===== config.mk =====
export PLATFORM = sky130hd
export DESIGN_NAME = brl_top
export DESIGN_NICKNAME = d
export VERILOG_FILES = /design/src/brl_pkg.sv /design/src/brl_log_if.sv /design/src/brl_retention.sv /design/src/brl_match.sv /design/src/brl_top.sv
export SDC_FILE = /design/constraint.sdc
export NUM_CORES = 1
export LEC_CHECK = 0
export ABC_AREA = 1
export BUFFER_PORTS_ARGS = -buffer_cell sky130_fd_sc_hd__buf_2
export CORE_UTILIZATION = 35
export CTS_CLUSTER_DIAMETER = 150
export DETAILED_ROUTE_END_ITERATION = 8
export PLACE_DENSITY_LB_ADDON = 0.3
export SYNTH_ARGS = -nofsm -noshare
export SYNTH_HDL_FRONTEND = slang
export SYNTH_SLANG_ARGS = --single-unit
export TNS_END_PERCENT = 10

===== constraint.sdc =====
create_clock -name clock_i -period 5.75 [get_ports clock_i]
set_input_delay 0.8625 -clock clock_i [delete_from_list [all_inputs] [get_ports clock_i]]
set_output_delay 0.8625 -clock clock_i [all_outputs]
set_load 0.01 [all_outputs]

===== src/brl_pkg.sv =====
// constants and types shared by the bad-row bypass log design
package brl_pkg;

	localparam int unsigned BRL_NUM_REGS = 7;
	localparam int unsigned BRL_ADDR_W = 16;
	localparam int unsigned BRL_DATA_W = 32;
	localparam int unsigned BRL_ROW_W = 11;
	localparam int unsigned BRL_GRP_W = 3;

	// register offsets in the arbiter_config_space
	localparam logic [15:0] BANK0_BAD_ROW_LOG_3_OFS = 16'hb07c;
	localparam logic [15:0] BANK0_BAD_ROW_LOG_4_OFS = 16'hb080;
	localparam logic [15:0] BANK0_BAD_ROW_LOG_5_OFS = 16'hb084;
	localparam logic [15:0] BANK0_BAD_ROW_LOG_6_OFS = 16'hb088;
	localparam logic [15:0] BANK0_BAD_ROW_LOG_7_OFS = 16'hb08c;
	localparam logic [15:0] BANK1_BAD_ROW_LOG_0_OFS = 16'hb090;
	localparam logic [15:0] BANK1_BAD_ROW_LOG_1_OFS = 16'hb094;

	localparam logic [15:0] BRL_LOG_OFS [BRL_NUM_REGS] = '{
		BANK0_BAD_ROW_LOG_3_OFS,
		BANK0_BAD_ROW_LOG_4_OFS,
		BANK0_BAD_ROW_LOG_5_OFS,
		BANK0_BAD_ROW_LOG_6_OFS,
		BANK0_BAD_ROW_LOG_7_OFS,
		BANK1_BAD_ROW_LOG_0_OFS,
		BANK1_BAD_ROW_LOG_1_OFS
	};

	// field positions
	localparam int unsigned SECOND_ROW_MSB = 31;
	localparam int unsigned SECOND_ROW_LSB = 21;
	localparam int unsigned SECOND_VALID_BIT = 16;
	localparam int unsigned FIRST_ROW_MSB = 15;
	localparam int unsigned FIRST_ROW_LSB = 5;
	localparam int unsigned FIRST_VALID_BIT = 0;

	localparam logic [31:0] BRL_LOG_RESET = 32'h0000_0000;
	localparam logic [31:0] BRL_WRITE_MASK = 32'hffe1_ffe1;
	localparam logic [31:0] BRL_READ_VALUE = 32'h0000_0000;

	// significant row bits per subbank size
	localparam int unsigned BRL_ROW_W_4K = 10;
	localparam int unsigned BRL_ROW_W_LARGE = 11;
	localparam logic [10:0] BRL_ROW_MASK_4K = 11'h3ff;
	localparam logic [10:0] BRL_ROW_MASK_LARGE = 11'h7ff;

	typedef enum logic [3:0] {
		BRL_RET_IDLE = 4'h1,
		BRL_RET_SAVE = 4'h2,
		BRL_RET_HELD = 4'h4,
		BRL_RET_LOAD = 4'h8
	} brl_ret_state_t;

	typedef logic [31:0] brl_word_t;

endpackage


===== src/brl_log_if.sv =====
// carrier of log contents between the log core, retention and match logic
`timescale 1ns/10ps
interface brl_log_if #(
	parameter int unsigned N = 7
);
	logic [31:0] log_q [N];
	logic [31:0] shadow_q [N];
	logic save_stb;

	modport owner (output log_q, output save_stb, input shadow_q);
	modport retain (input log_q, input save_stb, output shadow_q);
	modport match (input log_q);
endinterface


===== src/brl_retention.sv =====
// retention copy of the log, kept on the always-on reset
`timescale 1ns/10ps
module brl_retention #(
	parameter int unsigned N = 7
) (
	input wire logic clock_i,
	input wire logic aon_rst_n_i,
	brl_log_if.retain log_if
);
	import brl_pkg::*;

	// not cleared by core reset so the log survives a power-down
	always_ff @(posedge clock_i or negedge aon_rst_n_i)
	begin
		if (!aon_rst_n_i)
		begin
			for (int i = 0; i < N; i++)
				log_if.shadow_q[i] <= BRL_LOG_RESET;
		end
		else if (log_if.save_stb)
		begin
			for (int i = 0; i < N; i++)
				log_if.shadow_q[i] <= log_if.log_q[i];
		end
	end
endmodule


===== src/brl_match.sv =====
// per-group bad-row compare for the lookup port
`timescale 1ns/10ps
module brl_match #(
	parameter int unsigned N = 7
) (
	brl_log_if.match log_if,
	input wire logic [2:0] group_i,
	input wire logic [10:0] row_i,
	input wire logic large_subbank_i,
	output logic hit_o
);
	import brl_pkg::*;

	logic [N-1:0] grp_hit;
	logic [10:0] row_mask;

	if (N > 8)
	begin : g_chk_n
		$error("group select is three bits wide");
	end

	// 4k-row subbanks only decode ten bits
	assign row_mask = large_subbank_i ? BRL_ROW_MASK_LARGE : BRL_ROW_MASK_4K;

	for (genvar g = 0; g < N; g++)
	begin : g_grp
		logic [10:0] r0;
		logic [10:0] r1;
		logic h0;
		logic h1;
		assign r0 = log_if.log_q[g][FIRST_ROW_MSB:FIRST_ROW_LSB];
		assign r1 = log_if.log_q[g][SECOND_ROW_MSB:SECOND_ROW_LSB];
		assign h0 = log_if.log_q[g][FIRST_VALID_BIT] && ((r0 & row_mask) == (row_i & row_mask));
		assign h1 = log_if.log_q[g][SECOND_VALID_BIT] && ((r1 & row_mask) == (row_i & row_mask));
		assign grp_hit[g] = h0 || h1;
	end

	// out-of-range group never hits
	assign hit_o = (32'(group_i) < N) ? grp_hit[group_i] : 1'b0;
endmodule


===== src/brl_top.sv =====
// bad-row bypass log: config registers, lookup port and retention sequencing
`timescale 1ns/10ps

////////////////////////////////////////////////////////////////////////////////
// Summary of operation
// - bits 31:21 hold the second entry row index, write-only, zero at reset.
// - bits 15:5 hold the first entry row index, write-only, zero at reset.
// - bit 16 is the second entry valid flag, write-only, zero at reset.
// - bit 0 is the first entry valid flag, write-only, zero at reset.
// - a valid entry makes its subbank group skip the logged row.
// - row index uses ten bits for 4K subbanks, eleven for larger.
// - a row field is the physical row where parity failed.
// - one register serves each 16KB subbank group.
// - log is saved and restored by hardware around deep power saving.
module brl_top #(
	parameter int unsigned NUM_REGS = brl_pkg::BRL_NUM_REGS
) (
	input wire logic clock_i,
	input wire logic arst_n_i,
	input wire logic aon_arst_n_i,
	input wire logic cfg_req_i,
	input wire logic cfg_wr_i,
	input wire logic [brl_pkg::BRL_ADDR_W-1:0] cfg_addr_i,
	input wire logic [brl_pkg::BRL_DATA_W-1:0] cfg_wdata_i,
	output logic cfg_ack_o,
	output logic cfg_hit_o,
	output logic [brl_pkg::BRL_DATA_W-1:0] cfg_rdata_o,
	input wire logic lookup_req_i,
	input wire logic [brl_pkg::BRL_GRP_W-1:0] lookup_group_i,
	input wire logic [brl_pkg::BRL_ROW_W-1:0] lookup_row_i,
	input wire logic large_subbank_i,
	output logic lookup_ack_o,
	output logic bypass_row_o,
	input wire logic save_req_i,
	input wire logic restore_req_i,
	output logic save_done_o,
	output logic restore_done_o,
	output logic log_armed_o
);
	import brl_pkg::*;

	// refuse parameter values the fixed register layout cannot serve
	if (NUM_REGS != BRL_NUM_REGS)
	begin : g_chk_num
		$error("NUM_REGS must match the mapped register count");
	end

	if (NUM_REGS > 2 ** BRL_GRP_W)
	begin : g_chk_grp
		$error("lookup group select too narrow for NUM_REGS");
	end

	if (SECOND_ROW_MSB - SECOND_ROW_LSB + 1 != BRL_ROW_W)
	begin : g_chk_row1
		$error("second row field width differs from the row width");
	end

	if (FIRST_ROW_MSB - FIRST_ROW_LSB + 1 != BRL_ROW_W)
	begin : g_chk_row0
		$error("first row field width differs from the row width");
	end

	if (BRL_DATA_W != 32)
	begin : g_chk_data
		$error("log registers are 32 bits wide");
	end

	if (BRL_ROW_W_LARGE != BRL_ROW_W || BRL_ROW_W_4K >= BRL_ROW_W)
	begin : g_chk_mask
		$error("row widths per subbank size are inconsistent");
	end

	////////////////////////////////////////////////////////////////////////////
	// reset synchronisers
	logic rst_meta_ff;
	logic rst_n_ff;
	logic aon_meta_ff;
	logic aon_n_ff;

	always_ff @(posedge clock_i or negedge arst_n_i)
	begin
		if (!arst_n_i)
		begin
			rst_meta_ff <= 1'b0;
			rst_n_ff <= 1'b0;
		end
		else
		begin
			rst_meta_ff <= 1'b1;
			rst_n_ff <= rst_meta_ff;
		end
	end

	always_ff @(posedge clock_i or negedge aon_arst_n_i)
	begin
		if (!aon_arst_n_i)
		begin
			aon_meta_ff <= 1'b0;
			aon_n_ff <= 1'b0;
		end
		else
		begin
			aon_meta_ff <= 1'b1;
			aon_n_ff <= aon_meta_ff;
		end
	end

	////////////////////////////////////////////////////////////////////////////
	// address decode
	brl_log_if #(.N(NUM_REGS)) log_if ();

	logic [NUM_REGS-1:0] sel;
	logic any_sel;
	logic wr_stb;

	for (genvar r = 0; r < NUM_REGS; r++)
	begin : g_dec
		assign sel[r] = (cfg_addr_i == BRL_LOG_OFS[r]);
	end

	assign any_sel = |sel;
	assign wr_stb = cfg_req_i && cfg_wr_i && any_sel;

	////////////////////////////////////////////////////////////////////////////
	// retention sequencer
	brl_ret_state_t ret_state_ff;
	brl_ret_state_t nxt_ret_state;
	logic restore_stb;

	always_comb
	begin
		nxt_ret_state = ret_state_ff;
		case (ret_state_ff)
			BRL_RET_IDLE:
				if (save_req_i)
					nxt_ret_state = BRL_RET_SAVE;
			BRL_RET_SAVE:
				nxt_ret_state = BRL_RET_HELD;
			BRL_RET_HELD:
				if (restore_req_i && rst_n_ff)
					nxt_ret_state = BRL_RET_LOAD;
				else if (save_req_i)
					nxt_ret_state = BRL_RET_SAVE;
			BRL_RET_LOAD:
				nxt_ret_state = BRL_RET_IDLE;
			default:
				nxt_ret_state = BRL_RET_IDLE;
		endcase
	end

	// sequencer sits on the always-on reset so it remembers a pending restore
	always_ff @(posedge clock_i or negedge aon_n_ff)
	begin
		if (!aon_n_ff)
			ret_state_ff <= BRL_RET_IDLE;
		else
			ret_state_ff <= nxt_ret_state;
	end

	// a restore while the core is still in reset is refused: the load would be lost
	assign log_if.save_stb = (ret_state_ff == BRL_RET_SAVE);
	assign restore_stb = (ret_state_ff == BRL_RET_LOAD);

	always_ff @(posedge clock_i or negedge aon_n_ff)
	begin
		if (!aon_n_ff)
		begin
			save_done_o <= 1'b0;
			restore_done_o <= 1'b0;
		end
		else
		begin
			save_done_o <= log_if.save_stb;
			restore_done_o <= restore_stb;
		end
	end

	////////////////////////////////////////////////////////////////////////////
	// log storage: only the row and valid fields have flops
	logic [NUM_REGS-1:0] grp_armed;

	for (genvar r = 0; r < NUM_REGS; r++)
	begin : g_log
		logic [BRL_ROW_W-1:0] row1_ff;
		logic [BRL_ROW_W-1:0] row0_ff;
		logic vld1_ff;
		logic vld0_ff;
		logic load;
		brl_word_t src;
		brl_word_t word;

		// restore wins over a write landing in the same cycle
		assign load = restore_stb || (wr_stb && sel[r]);
		assign src = restore_stb ? log_if.shadow_q[r] : cfg_wdata_i;

		always_ff @(posedge clock_i or negedge rst_n_ff)
		begin
			if (!rst_n_ff)
				row1_ff <= BRL_LOG_RESET[SECOND_ROW_MSB:SECOND_ROW_LSB];
			else if (load)
				row1_ff <= src[SECOND_ROW_MSB:SECOND_ROW_LSB];
		end

		always_ff @(posedge clock_i or negedge rst_n_ff)
		begin
			if (!rst_n_ff)
				vld1_ff <= BRL_LOG_RESET[SECOND_VALID_BIT];
			else if (load)
				vld1_ff <= src[SECOND_VALID_BIT];
		end

		always_ff @(posedge clock_i or negedge rst_n_ff)
		begin
			if (!rst_n_ff)
				row0_ff <= BRL_LOG_RESET[FIRST_ROW_MSB:FIRST_ROW_LSB];
			else if (load)
				row0_ff <= src[FIRST_ROW_MSB:FIRST_ROW_LSB];
		end

		always_ff @(posedge clock_i or negedge rst_n_ff)
		begin
			if (!rst_n_ff)
				vld0_ff <= BRL_LOG_RESET[FIRST_VALID_BIT];
			else if (load)
				vld0_ff <= src[FIRST_VALID_BIT];
		end

		// reserved bits keep the reset pattern, so they never hold written data
		always_comb
		begin
			word = BRL_LOG_RESET;
			word[SECOND_ROW_MSB:SECOND_ROW_LSB] = row1_ff;
			word[SECOND_VALID_BIT] = vld1_ff;
			word[FIRST_ROW_MSB:FIRST_ROW_LSB] = row0_ff;
			word[FIRST_VALID_BIT] = vld0_ff;
		end

		assign log_if.log_q[r] = word;
		assign grp_armed[r] = vld0_ff || vld1_ff;
	end

	brl_retention #(.N(NUM_REGS)) u_retention (
		.clock_i(clock_i),
		.aon_rst_n_i(aon_n_ff),
		.log_if(log_if.retain)
	);

	////////////////////////////////////////////////////////////////////////////
	// config answer: one cycle after every request
	always_ff @(posedge clock_i or negedge rst_n_ff)
	begin
		if (!rst_n_ff)
		begin
			cfg_ack_o <= 1'b0;
			cfg_hit_o <= 1'b0;
			cfg_rdata_o <= BRL_READ_VALUE;
		end
		else
		begin
			cfg_ack_o <= cfg_req_i;
			cfg_hit_o <= cfg_req_i && any_sel;
			// entries are never readable back, mapped or not
			cfg_rdata_o <= BRL_READ_VALUE;
		end
	end

	////////////////////////////////////////////////////////////////////////////
	// bypass lookup
	logic hit;

	brl_match #(.N(NUM_REGS)) u_match (
		.log_if(log_if.match),
		.group_i(lookup_group_i),
		.row_i(lookup_row_i),
		.large_subbank_i(large_subbank_i),
		.hit_o(hit)
	);

	// lookups trust software to have loaded the log before cache traffic
	always_ff @(posedge clock_i or negedge rst_n_ff)
	begin
		if (!rst_n_ff)
		begin
			lookup_ack_o <= 1'b0;
			bypass_row_o <= 1'b0;
		end
		else
		begin
			lookup_ack_o <= lookup_req_i;
			bypass_row_o <= lookup_req_i && hit;
		end
	end

	////////////////////////////////////////////////////////////////////////////
	// status for the cache: some entry is active
	always_ff @(posedge clock_i or negedge rst_n_ff)
	begin
		if (!rst_n_ff)
			log_armed_o <= 1'b0;
		else
			log_armed_o <= |grp_armed;
	end
endmodule


-- Word level (Yosys, flattened, before mapping)
Cells that the tools add are included.
- output and inout bits: 39
- memories: 0
- flip-flop bits (word level): 351
- bits in latches: 0
- input bits: 71
- memory bits (writable): 0
- word-level logic and storage cells: 152
- memory bits (read-only): 0
- bitwise operators: 15
- shift operators: 0
- order comparisons: 2
- $mul: 0
- equality and inequality tests: 25
- add/subtract/negate cells: 0
- div/mod/pow operators: 0
- reduce and logical (&&, ||, !) cells: 49
- multiplexer cells: 14
- operator list (operator ; count):
    two-way mux 32 bit ; 7
    bitwise AND 11 bit ; 15
    equality test 11 bit ; 14
    equality test 16 bit, second input constant ; 7
    logical AND 1 bit ; 26
    logical OR 1 bit ; 21
    OR reduction 7 bit ; 2
    one-hot mux 4 bit (3 select lines) ; 1
    two-way mux 11 bit ; 1
    two-way mux 4 bit ; 2
    equality test 4 x 1 -> 1 bit, second input constant ; 1
    equality test 4 x 2 -> 1 bit, second input constant ; 1
    equality test 4 x 3 -> 1 bit, second input constant ; 1
    equality test 4 bit, second input constant ; 1
    less-than comparator 3 x 4 -> 1 bit, second input constant ; 1
    binary-select mux 1 bit (select 3 bit) ; 1
    less-than comparator 3 bit, second input constant ; 1
    two-way mux 1 bit ; 2

-- Depth between registers and ports, before layout
- word-level depth: 9
- depth in mapped cells: 14
- gate-level depth less buffers: 12

-- By module
A second synthesis with hierarchy kept.
- cells, all modules: 2624
- area, all modules: 19870.3 µm²
- by module, submodules not included (module ; sequential area each (µm²) ; instances ; cells each ; area each (µm²)):
    brl_top ; 4580.6 ; 1 ; 1100 ; 8693.3
    brl_retention ; 5605.4 ; 1 ; 946 ; 8506.9
    brl_match ; 0.0 ; 1 ; 578 ; 2670.1

-- Least setup slack after synthesis
No wires, ideal clock.
- path type: flip-flop to flip-flop
- from: reg rst_n_ff
- to: reg ret_state_ff[1]
- buffers on the path: 0
- cell stages (with the launch flop): 5
- setup slack: 921 ps
- data arrival time: 4711 ps
- setup time: 119 ps
- clock period less this slack: 4829 ps
- data required time: 5631 ps
- path through: dfrtp_1 > nand2_1 > inv_1 > o21ai_0 > o21a_1
- word-level cells in the longest chain between the ends: 3
- RTL lines (what ; RTL line ; text):
    start: declaration ; brl_top.sv:76 ; logic rst_n_ff;
    start signal: assignment ; brl_top.sv:90 ; rst_n_ff <= rst_meta_ff;
    logical AND 1 bit ; brl_top.sv:140 ; if (restore_req_i && rst_n_ff)
    two-way mux 4 bit ; brl_top.sv:140 ;
    one-hot mux 4 bit (3 select lines) ; brl_top.sv:133 ; case (ret_state_ff)
    named net nxt_ret_state[1] ; brl_top.sv:127 ; brl_ret_state_t nxt_ret_state;
    end signal: assignment ; brl_top.sv:157 ; ret_state_ff <= nxt_ret_state;
    end: declaration ; brl_top.sv:126 ; brl_ret_state_t ret_state_ff;
The timed path passes the listed nets, and every way through them passes these cells.
A chain may end at the register's enable or synchronous reset.

-- Worst setup path after layout
- from: reg ret_state_ff[0]
- to: reg g_log[4].row0_ff[3]
- word-level cells in the longest chain between the ends: 2
- elaborated cells on any way between the ends: 3
- classes of those cells: 1 x eq/ne; 1 x mux; 1 x reduce/logical
- RTL lines (what ; RTL line ; text):
    equality test 4 bit * ; brl_top.sv:162 ; assign restore_stb = (ret_state_ff == BRL_RET_LOAD);
    two-way mux 32 bit / logical OR 1 bit (equally long branches) ; brl_top.sv:194, brl_top.sv:193 ;
    end signal: assignment ; brl_top.sv:215 ; row0_ff <= BRL_LOG_RESET[FIRST_ROW_MSB:FIRST_ROW_LSB];
    end signal: assignment ; brl_top.sv:217 ; row0_ff <= src[FIRST_ROW_MSB:FIRST_ROW_LSB];
    end: declaration ; brl_top.sv:185 ; logic [BRL_ROW_W-1:0] row0_ff;
Every way passes the cells marked *; elsewhere a longest branch is shown, timed or not.

==> summary.txt <==
Layout
  – Area delta synth->final: 12.09%
  – Final #Nets: 2322
  – Layout cells sized above 1: 0.08366
  – Final Core Density: 0.3972
  – N_diodes: 0

Worst setup path
  – FF-to-FF path depth: 8
  – CP Cell Sequence: nor2_1 > nand3_4 > inv_2 > buf_4 > nand2_1 > nand2_1 > nand2_1 > o21ai_0
  – Crit path max fanout: 33
  – CP Data Required Time: 6210 ps
  – Arr. time, crit path: 3330 ps
  – Worst setup SP type: register
  – CP max stage cell: inv_2
  – Most Frequent Cell on Critical Path: nand2_1
  – Kind of critical path: register to register
  – Slowest stage delay, CP: 780 ps
  – Critical path capture point type: register

Place
  – DP Worst Slack: 2479 ps
  – Post-DP HPWL: 34220 um
  – GPL Wtd Cong: 0.9026
  – PortBufs: 69

Timing
  – Final WS setup: 2871 ps
  – Worst-Margin Slew: 1182 ps
  – Hold WS: 71.44 ps
  – Period utilisation layout: 0.5007
  – Max Freq: 0.3473 GHz
  – Final setup viols: 0
  – Relative slew margins: 0.2123
  – Unrepaired setup endpoints after global routing: false
  – Max Slew Vio Count: 0
  – Final Hold Viols: 0
  – Clock skew: 15.96 ps
  – Setup TNS: 0 ps
  – Crit path time final: 2879 ps

Clock tree
  – CTS buffer count: 42
  – CTS tree: built
  – Root Driver: clkbuf_16
  – Clock Latency Late Sink: 560 ps
  – Post-CTS setup buffers: 0
  – Clock Tree Buf Depth: 3
  – PostCTS Resize Cnt: 0
  – Clk slew on worst S/H paths: 60 ps
  – Post-CTS Hold Fix Bufs: 0
  – CTS Sinks: 351
  – H-Tree Depth: 2

Synth
  – Mapped Area: 17340 um2
  – Mux cell area share after synthesis: 0.0006493
  – Adder-Cell Fraction of Synth Area: 0
  – Post-Syn Instances: 2236
  – Number of synthesis warnings: 0
  – Synth Flop Type: dfrtp_1
  – Register area share after synthesis: 0.5065
  – Post-synth cell types: 42
  – Synth area leaders: dfrtp_1 50%, nand2_1 16%, o21ai_0 10%
  – Synth Area in Compound Gates: 0.1421
  – Syn Area/Cell: 7.757 um2
  – Xor and xnor area share after synthesis: 0.02575
  – Main combinational cell family by area after synthesis: simple AND/OR/NAND/NOR gates
  – Post-synth EDFFs: 0
  – Ys async rst share: 1.000
  – Post-synth top area cell: dfrtp_1
  – Share of the synthesized area in the top cell type: 0.5050
  – Synth Area in Simple Gates: 0.2179
  – Yosys reg bits: 351

Global routing
  – Global-route wire length before repair: 84200 um
  – Initial antenna violation count: 1
  – GRT Residual Overflow: 0
  – Largest net degree at the start of global routing: 147
  – GRT Resource Usage Total: 0.2205
  – Vias in the first global route: 14218

Routing
  – 1st-pass router iterations: 6
  – Vias after detailed routing: 14740
  – Final wirelength: 54260 um
  – Wirelength per Cell: 18.41 um
  – Post-DR vias/cell: 5.002
  – Drc violations: 0
  – Final antenna-violating net count: 0
  – First DRT Iteration DRCs: 1552

Floorplanning
  – Die height: 224.6 um
  – Top-level I/O count: 110
  – DIE AREA: 50450 um2
  – Standard-cell row count: 81
  – Core ar.: 48950 um2
  – Die X: 224.6 um
  – Initial Util: 0.3543

Run status
  – Status: finished, final reports clean

Power
  – Switching Fraction: 0.3310
  – Flop pwr share: 0.451
  – Leakage: 9.499 nW
  – Switching Power: 2.791 mW
  – Design internal power: 5.640 mW
  – Power Dens Cells: 433.6 nW/um2
  – Logic pwr share: 0.229
  – Clock share of power: 0.320
  – VDD IR max: 0.0002140 V

Hold path
  – Hold Crit Class: input pin to asynchronous set/reset pin

Run
  – Max cap viols: 0
## cells by family after synthesis
kind of cell              after synthesis
and+or+nand+nor                       951
AOI/OAI and AO/OA                     455
buffers and inverters                 425
DFF                                   351
xor gates and xnor gates               51
other                                   2
muxes                                   1
## layer usage
metal | GRT usage | up-vias | wire length [um]
met2 | 0.3336 | 577 | 24020
met4 | 0.08427 | 0 | 1970
met5 | 0 | - | 0
li1 | - | 6952 | -
met1 | 0.3091 | 7113 | 23770
met3 | 0.04637 | 98 | 4506
## Yosys cell counts, types with 5 or more instances
cell and instances:
a31oi_1 5, o211ai_1 23, xnor2_1 36, o21ai_2 17
nand2_1 741, nor3_1 7, a22oi_1 14, nand2_2 5
xor2_1 15, buf_4 45, clkbuf_1 46, dfrtp_1 350
o21ai_0 360, inv_1 275, buf_2 49, nand3_1 60
o21ai_1 26, nor2_1 120
## power groups by stage
stage / sequential [mW] / clock, mW / combinational, mW
3_5_place_dp: 3.83 / 0 / 1.92
3_3_place_gp: 3.80 / 0 / 1.84
2_1_floorplan: 3.73 / 0 / 1.44
4_1_cts: 3.80 / 2.74 / 1.93
5_1_grt: 3.89 / 2.84 / 2.26
6_report: 3.80 / 2.70 / 1.93
## worst max-delay path: cells and delay by family (launching register included)
family          cells  cell delay, ps
buf+inv             2            1300
compound gates      1             130
simple gates        5             900
flops               1             390
## placed cells by master, fill, tap and decap left out, types with 6 or more instances in the layout
cell type / instances
conb_1: 34
clkinv_2: 6
xnor2_1: 36
o21ai_0: 360
clkbuf_1: 11
o211ai_1: 23
nand3_1: 59
inv_1: 275
nand2_1: 741
clkbuf_8: 8
clkbuf_16: 45
o21ai_2: 16
a22oi_1: 14
dfrtp_1: 348
o21ai_1: 25
buf_4: 12
xor2_1: 15
nor3_1: 7
buf_2: 69
nor2_1: 120
## registers in the layout (all words and copies together), names as in the netlist, 4 cells and up
register and cells:
ret_state_ff 4, g_log.vld0_ff 7, g_log.row0_ff 77, g_log.row1_ff 77, u_retention.log_if.shadow_q 168, g_log.vld1_ff 7
## area by class of cell
cell class | count | area, um2
well taps | 664 | 830.8
inverters | 280 | 1052
fillers | 4898 | 29510
flip-flops and latches | 351 | 8792
repair buffers | 84 | 495.5
multi-input cells | 1492 | 6870
clock inverters | 12 | 122.6
clock buffers | 64 | 1277
## worst paths after layout
| kind | startpoint | endpoint | slack [ps] |
|---|---|---|---|
| min | arst_n_i | rst_n_ff | 70 |
| min reg2reg | aon_n_ff | u_retention.log_if.shadow_q[168] | 270 |
| max | ret_state_ff[0] | g_log[4].row0_ff[3] | 2870 |
| max reg2reg | ret_state_ff[0] | g_log[4].row0_ff[3] | 2870 |
| max in group asynchronous | aon_n_ff | u_retention.log_if.shadow_q[218] | 4240 |
| min in group clock_i | aon_meta_ff | aon_n_ff | 350 |
## metrics by stage
| stage | cells | cell area [um2] | power, mW |
|---|---|---|---|
| after floorplan | 2268 | 17460 | 5.171 |
| after global placement | 2871 | 18040 | 5.638 |
| after detailed placement | 2871 | 18040 | 5.755 |
| after CTS | 2947 | 19440 | 8.470 |
| after global routing | 2947 | 19440 | 8.994 |
| final | 2947 | 19440 | 8.430 |
No activity file was read; power rests on OpenSTA's default activity.
